## config.mk

```make
export PLATFORM = sky130hd
export DESIGN_NAME = asb_host
export DESIGN_NICKNAME = d
export VERILOG_FILES = /design/src/core/asb_host.v /design/src/core/asb_sync.v
export VERILOG_INCLUDE_DIRS = /design/src /design/src/core
export SDC_FILE = /design/constraint.sdc
export NUM_CORES = 1
export LEC_CHECK = 0
export BUFFER_PORTS_ARGS = -buffer_cell sky130_fd_sc_hd__buf_2
export CAP_MARGIN = 40
export CORE_UTILIZATION = 44
export DETAILED_ROUTE_END_ITERATION = 16
export GPL_TIMING_DRIVEN = 0
export PLACE_DENSITY = 0.73
export SLEW_MARGIN = 20
export SYNTH_ARGS = -nofsm -noshare
export SYNTH_HDL_FRONTEND = slang
export SYNTH_SLANG_ARGS = --single-unit
```

## constraint.sdc

```tcl
create_clock -name mclk -period 1.3 [get_ports mclk]
set_input_delay 0.26 -clock mclk [delete_from_list [all_inputs] [get_ports mclk]]
set_output_delay 0.26 -clock mclk [all_outputs]
set_load 0.005 [all_outputs]
```

## src/core/asb_regs.vh

```
`ifndef ASB_REGS_VH
`define ASB_REGS_VH
// =============================================
// widths
`define ASB_ADDR_W 12
// =============================================
// timing, ns at 5 ns clock period
`define ASB_CLK_NS 5
`define ASB_ACCESS_NS 45
`define ASB_WPULSE_NS 25
`define ASB_DSETUP_NS 20
`define ASB_ASETUP_NS 0
`define ASB_OFF_NS 20
// least times round up to whole cycles
`define ASB_ACCESS_CYC ((`ASB_ACCESS_NS + `ASB_CLK_NS - 1) / `ASB_CLK_NS)
`define ASB_WPULSE_CYC ((`ASB_WPULSE_NS + `ASB_CLK_NS - 1) / `ASB_CLK_NS)
`define ASB_DSETUP_CYC ((`ASB_DSETUP_NS + `ASB_CLK_NS - 1) / `ASB_CLK_NS)
`define ASB_OFF_CYC ((`ASB_OFF_NS + `ASB_CLK_NS - 1) / `ASB_CLK_NS)
`define ASB_CNT_W 4
`endif

```

## src/core/asb_host.v

```verilog
`timescale 1ns/1ps
`include "asb_regs.vh"
// host side controller for a 4K x 1 asynchronous static memory
module asb_host (
  input wire mclk,
  input wire rst_b,
  input wire reqValid,
  input wire reqWrite,
  input wire [11:0] reqAddr,
  input wire reqData,
  output reg reqReady,
  output reg rspValid,
  output reg rspData,
  output reg selectN,
  output reg strobeN,
  output reg [11:0] cellIndexLines,
  output reg dataIn,
  input wire dataOut
);
  // =============================================
  // sequencer states
  localparam ST_IDLE = 3'h0;
  localparam ST_RSETUP = 3'h1;
  localparam ST_RWAIT = 3'h2;
  localparam ST_WSETUP = 3'h3;
  localparam ST_WPULSE = 3'h4;
  localparam ST_RECOVER = 3'h5;

  // =============================================
  // counter end points
  // worked out wide, then cut to the counter width on purpose
  localparam integer ACC_LAST_N = `ASB_ACCESS_CYC + 2;
  localparam integer WP_LAST_N = `ASB_WPULSE_CYC;
  localparam integer OFF_LAST_N = `ASB_OFF_CYC - 1;
  localparam [3:0] ACC_LAST = ACC_LAST_N[3:0];
  localparam [3:0] WP_LAST = WP_LAST_N[3:0];
  localparam [3:0] OFF_LAST = OFF_LAST_N[3:0];

  // =============================================
  // declarations
  reg [2:0] state;
  reg [3:0] count;
  // next values of every register
  reg [2:0] next_state;
  reg [3:0] next_count;
  reg next_reqReady;
  reg next_rspValid;
  reg next_rspData;
  reg next_selectN;
  reg next_strobeN;
  reg [11:0] next_cellIndexLines;
  reg next_dataIn;
  // synced pin, decoded counter ends and request hand-off
  wire dataSync;
  wire accDone;
  wire pulseDone;
  wire offDone;
  wire reqTaken;

  // =============================================
  // data pin synchroniser
  // memory output reaches us asynchronously
  asb_sync u_sync (
    .mclk(mclk),
    .rst_b(rst_b),
    .din(dataOut),
    .dout(dataSync)
  );

  // =============================================
  // counter end points and request hand-off
  assign accDone = (count == ACC_LAST);
  assign pulseDone = (count == WP_LAST);
  assign offDone = (count == OFF_LAST);
  assign reqTaken = reqValid && reqReady;

  // =============================================
  // access sequencer, next values
  // address is set up one cycle with both controls high, and never
  // moves while select and strobe are both low
  always @*
  begin
    next_state = state;
    next_count = count;
    next_reqReady = reqReady;
    next_rspValid = 1'b0; // answer is a one-cycle pulse
    next_rspData = rspData;
    next_selectN = selectN;
    next_strobeN = strobeN;
    next_cellIndexLines = cellIndexLines;
    next_dataIn = dataIn;
    case (state)
      ST_IDLE:
      begin
        next_reqReady = 1'b1;
        if (reqTaken)
        begin
          next_reqReady = 1'b0;
          next_cellIndexLines = reqAddr; // one cell per access
          next_dataIn = reqData;
          next_count = 4'h0;
          next_state = reqWrite ? ST_WSETUP : ST_RSETUP;
        end
      end
      ST_RSETUP:
      begin
        // address stable before select falls, strobe held high
        next_selectN = 1'b0;
        next_strobeN = 1'b1;
        next_state = ST_RWAIT;
      end
      ST_RWAIT:
      begin
        // access time, one spare cycle, two sync cycles
        // the spare cycle keeps the first sync flop off the data edge
        next_count = count + 4'h1;
        if (accDone)
        begin
          next_rspData = dataSync;
          next_rspValid = 1'b1;
          next_selectN = 1'b1;
          next_count = 4'h0;
          next_state = ST_RECOVER;
        end
      end
      ST_WSETUP:
      begin
        // strobe falls first so the output never turns on
        next_strobeN = 1'b0;
        next_state = ST_WPULSE;
      end
      ST_WPULSE:
      begin
        // write starts at select fall, the later edge
        // select stays low for the whole pulse count
        next_selectN = 1'b0;
        next_count = count + 4'h1;
        if (pulseDone)
        begin
          // select-ended write, data and address held past it
          next_selectN = 1'b1;
          next_count = 4'h0;
          next_state = ST_RECOVER;
        end
      end
      ST_RECOVER:
      begin
        // strobe rises after select; spacing lets output float off
        next_strobeN = 1'b1;
        next_count = count + 4'h1;
        if (offDone)
        begin
          next_count = 4'h0;
          next_state = ST_IDLE;
        end
      end
      default:
      begin
        next_state = ST_IDLE;
        next_selectN = 1'b1;
        next_strobeN = 1'b1;
      end
    endcase
  end

  // =============================================
  // sequencer state registers
  always @(posedge mclk)
  begin
    if (!rst_b)
    begin
      state <= ST_IDLE;
      count <= 4'h0;
    end
    else
    begin
      state <= next_state;
      count <= next_count;
    end
  end

  // =============================================
  // request port registers; ready stays low through reset
  always @(posedge mclk)
  begin
    if (!rst_b)
    begin
      reqReady <= 1'b0;
      rspValid <= 1'b0;
      rspData <= 1'b0;
    end
    else
    begin
      reqReady <= next_reqReady;
      rspValid <= next_rspValid;
      rspData <= next_rspData;
    end
  end

  // =============================================
  // memory pin registers
  // pins leave flops so no decode glitch reaches the memory
  always @(posedge mclk)
  begin
    if (!rst_b)
    begin
      selectN <= 1'b1; // deselected standby
      strobeN <= 1'b1;
      cellIndexLines <= 12'h000;
      dataIn <= 1'b0;
    end
    else
    begin
      selectN <= next_selectN;
      strobeN <= next_strobeN;
      cellIndexLines <= next_cellIndexLines;
      dataIn <= next_dataIn;
    end
  end
endmodule // asb_host

```

## src/core/asb_sync.v

```verilog
`timescale 1ns/1ps
// two-flop synchroniser for the memory's data output pin
module asb_sync (
  input wire mclk,
  input wire rst_b,
  input wire din,
  output reg dout
);
  reg stage;
  // =============================================
  // sync chain; stage feeds only dout
  always @(posedge mclk)
  begin
    if (!rst_b)
    begin
      stage <= 1'b0;
      dout <= 1'b0;
    end
    else
    begin
      stage <= din;
      dout <= stage;
    end
  end
endmodule // asb_sync

```

# Word level (Yosys, flattened, before mapping)
# Cells that the tools add are included.
# word_totals
register_bits	27
output_inout_bits	18
inputBits	18
# classes
n_reduce_logical	11
n_bitwise	1
n_addsub	1
n_eq_ne	12
muxes	17
# op_table
op	count
case mux 3 bit (6 select lines)	1
2-to-1 mux 4 bit	4
case mux 4 bit (4 select lines)	1
2-to-1 mux 3 bit	4
AND reduction 2 bit	5
!= test 2 bit, second input constant	4
equality test 3 x 2 -> 1 bit, second input constant	2
equality test 3 bit, second input constant	2
OR reduction 3 bit	2
adder 4 x 1 -> 4 bit, second input constant	1
equality test 4 x 2 -> 1 bit, second input constant	1
equality test 4 x 3 -> 1 bit, second input constant	1
equality test 4 bit, second input constant	1
2-to-1 mux 1 bit	4
case mux 1 bit (4 select lines)	1
AND reduction 4 bit	1
nonzero test 4 bit	1
equality test 3 x 1 -> 1 bit, second input constant	1
zero test 3 bit	1
2-to-1 mux 2 bit	1
case mux 1 bit (2 select lines)	1
logical AND 1 bit	1
NOT 1 bit	1

# Logic depth before layout (Yosys ltp)
# logic_depth
word_depth	4
mapped_depth	6
ltp_nobuf	6

# Cells and area by module
# A second synthesis with hierarchy kept.
# unflattened
hier_cells	135
area_unflattened_um2	1224.9
# modules_own_cells
mod	cells_each	area_each_um2	n_inst
asb_host	131	1172.4	1
asb_sync	4	52.6	1

# Least setup slack after synthesis
# Ideal clock, no wire load.
# synth_timing
kind	reg-to-reg
startpoint	register state[2]
endpoint	register count[2]
path_slack_ns	-0.083
required_ns	1.214
arrival_time_ns	1.298
synth_period_minus_slack_ns	1.383
stages_incl_launch_ff	6
setup_time_ns	0.086
cell_sequence	dfxtp_1 buf_4 or3b_4 a22oi_1 o21ai_1 a211oi_1
# synth_via
elab_chain_len	3
# synth_rtl
element	line_no	source
from (decl)	asb_host.v:41	reg [2:0] state;
from (signal assigned)	asb_host.v:177	state <= next_state;
equality test 3 bit, or another cell as far along	asb_host.v:92	case (state)
nonzero test 4 bit (no line) / != test 2 bit (equally long branches)	--	
AND reduction 2 bit (no line)	--	
to (signal assigned)	asb_host.v:178	count <= next_count;
to (decl)	asb_host.v:42	reg [3:0] count;
# Parallel ways exist; a longest one is shown, timed or not.
# A chain may end at the register's enable or synchronous reset.

# Final worst setup path
# layout_timing
startpoint	register count[1]
endpoint	register count[1]
# layout_via
elab_chain_len	3
# layout_rtl
element	line_no
adder 4 x 1 -> 4 bit, or another cell as far along	asb_host.v:116, asb_host.v:137, asb_host.v:150
2-to-1 mux 4 bit (on tied branches)	asb_host.v:151, asb_host.v:117, asb_host.v:138
case mux 4 bit (4 select lines) (*)	asb_host.v:92
# Mark *: on every way between the ends. The rest lies on a longest branch, timed or not.

==> summary.md <==
| Metric | Value |
|---|---|
| Status | `complete, but fails checks` |
| Failing checks | `setup timing` |
| Most crowded layer after global routing | `met2` |
| Fin crit share | `120.4%` |
| Largest net degree at the start of global routing | `17` |
| Filler cell count | `209` |
| Setup WS pre-CTS | `-252.4 ps` |
| Leak | `0.7339 nW` |
| Initial drt markers | `33` |
| Hpwl dp | `1768 µm` |
| Worst setup EP type | `flop` |
| Post-Route WL | `2950 µm` |
| Ys async rst share | `0%` |
| Vias in the first global route | `960` |
| CTS Buf Count | `3` |
| Peak Freq | `638.9 MHz` |
| Slew Limit Headroom | `67.08%` |
| Slowest stage delay, CP | `390 ps` |
| Final critical-path setup slack | `-265.2 ps` |
| Clock Skews | `11.85 ps` |
| Root buf cell | `clkbuf_4` |
| Final Setup Violations | `22` |
| Reg2reg start | `count[1]` |
| First-pass GRT wire length | `4291 µm` |
| Post-synth cell types | `34` |
| HP Start | `dataOut` |
| Switching Fraction | `34.16%` |
| Synth Instances | `136` |
| Top cells by count, synth | `29 x nand2_1, 27 x dfxtp_1, 15 x a21oi_1` |
| Crit path buf inv count | `2` |
| H-tree depth | `1` |
| Yosys warnings | `0` |
| Mapped Area | `0.001164 mm²` |
| Die H | `53.43 µm` |
| RSZ-0062 raised after global routing | `yes` |
| Number of I/O pins | `36` |
| Power Density | `1346 mW/mm²` |
| Net Sw Power | `760.0 µW` |
| Worst Hold Class | `in -> reg` |
| Clock transition at path regs | `160 ps` |
| Initial core utilization | `46.97%` |
| Met3 usage | `4.023%` |
| # clock sinks | `27` |
| Wire per inst | `13.53 µm` |
| CTS max path bufs | `2` |
| Number of cell rows | `18` |
| Area leader, netlist | `dfxtp_1` |
| Final Hold Fails | `0` |
| Combinational share of power | `36.9%` |
| CP startpoint kind | `flop` |
| Top post-synthesis cells by area | `dfxtp_1 46%, nand2_1 9.4%, a21oi_1 6.5%` |
| Crit Path Max Fanout | `4` |
| Diodes inserted | `0` |
| Die W | `53.43 µm` |
| Area of the core | `0.002477 mm²` |
| Area Growth Syn to Fin | `42.04%` |
| Max VDD drop | `0.8687 mV` |
| Total GRT Usage | `21.06%` |
| Detailed-router iteration count before antenna repair | `4` |
| Overflow after GRT | `0` |
| Nets | `209` |
| Worst path cell trace | `inv_2 -> ha_4 -> and3b_2 -> o32ai_4 -> buf_6 -> nor2_4 -> o32ai_2` |
| Initial antenna violation count | `0` |
| Via-to-Cell Ratio | `5.321` |
| Most frequent cell after synthesis | `nand2_1` |
| Total number of vias | `1,160` |
| Critical path launch point | `count[1]` |
| Grt met1 use | `27.10%` |
| Part of the power in the clock network | `17.6%` |
| Predominant post-synthesis flop cell | `dfxtp_1` |
| Critical Path RT | `1560 ps` |
| Hold slack | `108.5 ps` |
| Worst skew pair latency | `340 ps` |
| Post-route ant nets | `0` |
| Pint | `1.465 mW` |
| Synth Net Count | `156` |
| Reg power frac | `45.5%` |
| Crit-path leading delay family | `compound AO/OA/AOI/OAI gates` |
| Placer Congestion | `0.7759` |
| CTS tree | `built` |
| Avg Inst Size Synth | `8.556 µm²` |
| Min Clock Period, post-route | `1565 ps` |
| CP max-delay cell | `dfxtp_4` |
| Sequential area share after synthesis | `46.45%` |
| Max_cap viols | `0` |
| M2 GR Usage | `33.54%` |
| Tightest Pin Transition | `493.8 ps` |
| Share of cells above drive strength 1 | `45.21%` |
| Number of port buffers | `34` |
| DRC Markers | `0` |
| Crit path DAT | `1820 ps` |
| Seq cells post-synth | `27` |
| Crit Path Category | `reg -> reg` |
| Die area | `0.002854 mm²` |
| EDFF count, synth | `0` |
| Max Slew Vio Count | `0` |
| Post-synth top area share | `46.45%` |
## power groups by stage
stage / sequential (mW) / clock (mW) / combinational [mW]
finish: 1.01 / 0.391 / 0.822
global route: 1.02 / 0.432 / 0.892
CTS: 1.00 / 0.390 / 0.659
detailed placement: 1.01 / 0 / 0.544
global placement: 1.01 / 0 / 0.531
floorplan: 1.01 / 0 / 0.379
## sequential cells by signal (all words and copies together) (netlist names)
signal,count
state,3
rspData,1
selectN,1
u_sync.stage,1
dataIn,1
u_sync.dout,1
reqReady,1
strobeN,1
rspValid,1
count,4
cellIndexLines,12
## worst register-to-register path, delay by kind of cell, from the launching register on
family                     cells  cell delay (ps)
buffers and inverters          2              200
and+or+nand+nor                2              260
DFF                            1              390
adders and majority gates      1              130
AOI/OAI and AO/OA              2              500
## what timing repair did
| action | in CTS | in global routing |
|---|---|---|
| pin swaps | 5 | 7 |
| gates cloned | 0 | 1 |
| setup endpoints to repair | 22 | 23 |
| hold buffers | 0 | 0 |
| buffers inserted | 11 | 3 |
| resized for setup | 16 | 17 |
## metrics by stage
stage                     area (µm²)  util (%)  setup TNS (ps)  cells  power, mW
after floorplan                 1181         -          -477.3    136      1.390
after global placement          1389     56.06           -2730    200      1.538
after detailed placement        1389     56.06           -3447    200      1.556
after CTS                       1554     62.73           -2837    214      2.052
after global routing            1653     66.72           -3319    218      2.348
final                           1653     66.72           -1964    218      2.225
## final timing paths
| check | to | slack (ps) | cells past startpoint |
|---|---|---|---|
| worst max-delay path | count[1] | -270 | 7 |
| worst min-delay path | u_sync.stage | 110 | 2 |
| worst max register to register | count[1] | -270 | 7 |
| worst min register to register | u_sync.dout | 460 | 1 |
## routing by layer
layer,vias up,routed length (µm)
met3,6,119
li1,577,-
met2,25,1417
met4,0,58
met1,552,1355
met5,-,0
## cells in the final DEF (no fill, tap or decap), types with 2 or more instances in the layout
| master | Yosys | final |
|---|---|---|
| buf_2 | 2 | 35 |
| nand2_1 | 29 | 28 |
| dfxtp_1 | 27 | 23 |
| a21oi_1 | 15 | 14 |
| buf_4 | 2 | 12 |
| buf_6 | 0 | 7 |
| nor2_1 | 8 | 7 |
| nor3_1 | 5 | 4 |
| clkbuf_1 | 5 | 3 |
| a211oi_2 | 1 | 3 |
| nor3b_2 | 1 | 3 |
| o21ai_0 | 3 | 3 |
| and2_1 | 3 | 3 |
| clkbuf_4 | 0 | 3 |
| dfxtp_4 | 0 | 3 |
| nand3_2 | 0 | 2 |
| inv_1 | 3 | 2 |
| nand2b_1 | 2 | 2 |
| and3b_2 | 0 | 2 |
## final cells by class
class / instances / area, µm² / share of cell area [%]
clock buffers: 3 / 22.52 / 1.363
inverters: 3 / 11.26 / 0.6813
repair buffers: 49 / 294.0 / 17.79
clock inverters: 1 / 7.507 / 0.4542
multi-input cells: 97 / 665.6 / 40.27
flip-flops and latches: 27 / 553.0 / 33.46
well taps: 30 / 37.54 / 2.271
plain buffers: 8 / 61.31 / 3.709
## cell families after synthesis
kind of cell | synth area share (%)
compound gates | 20.43
fa+ha+maj | 2.150
buf+inv | 4.731
flops | 46.45
mux | 0.8602
simple gates | 25.38
Power figures use the tool's default switching activity.
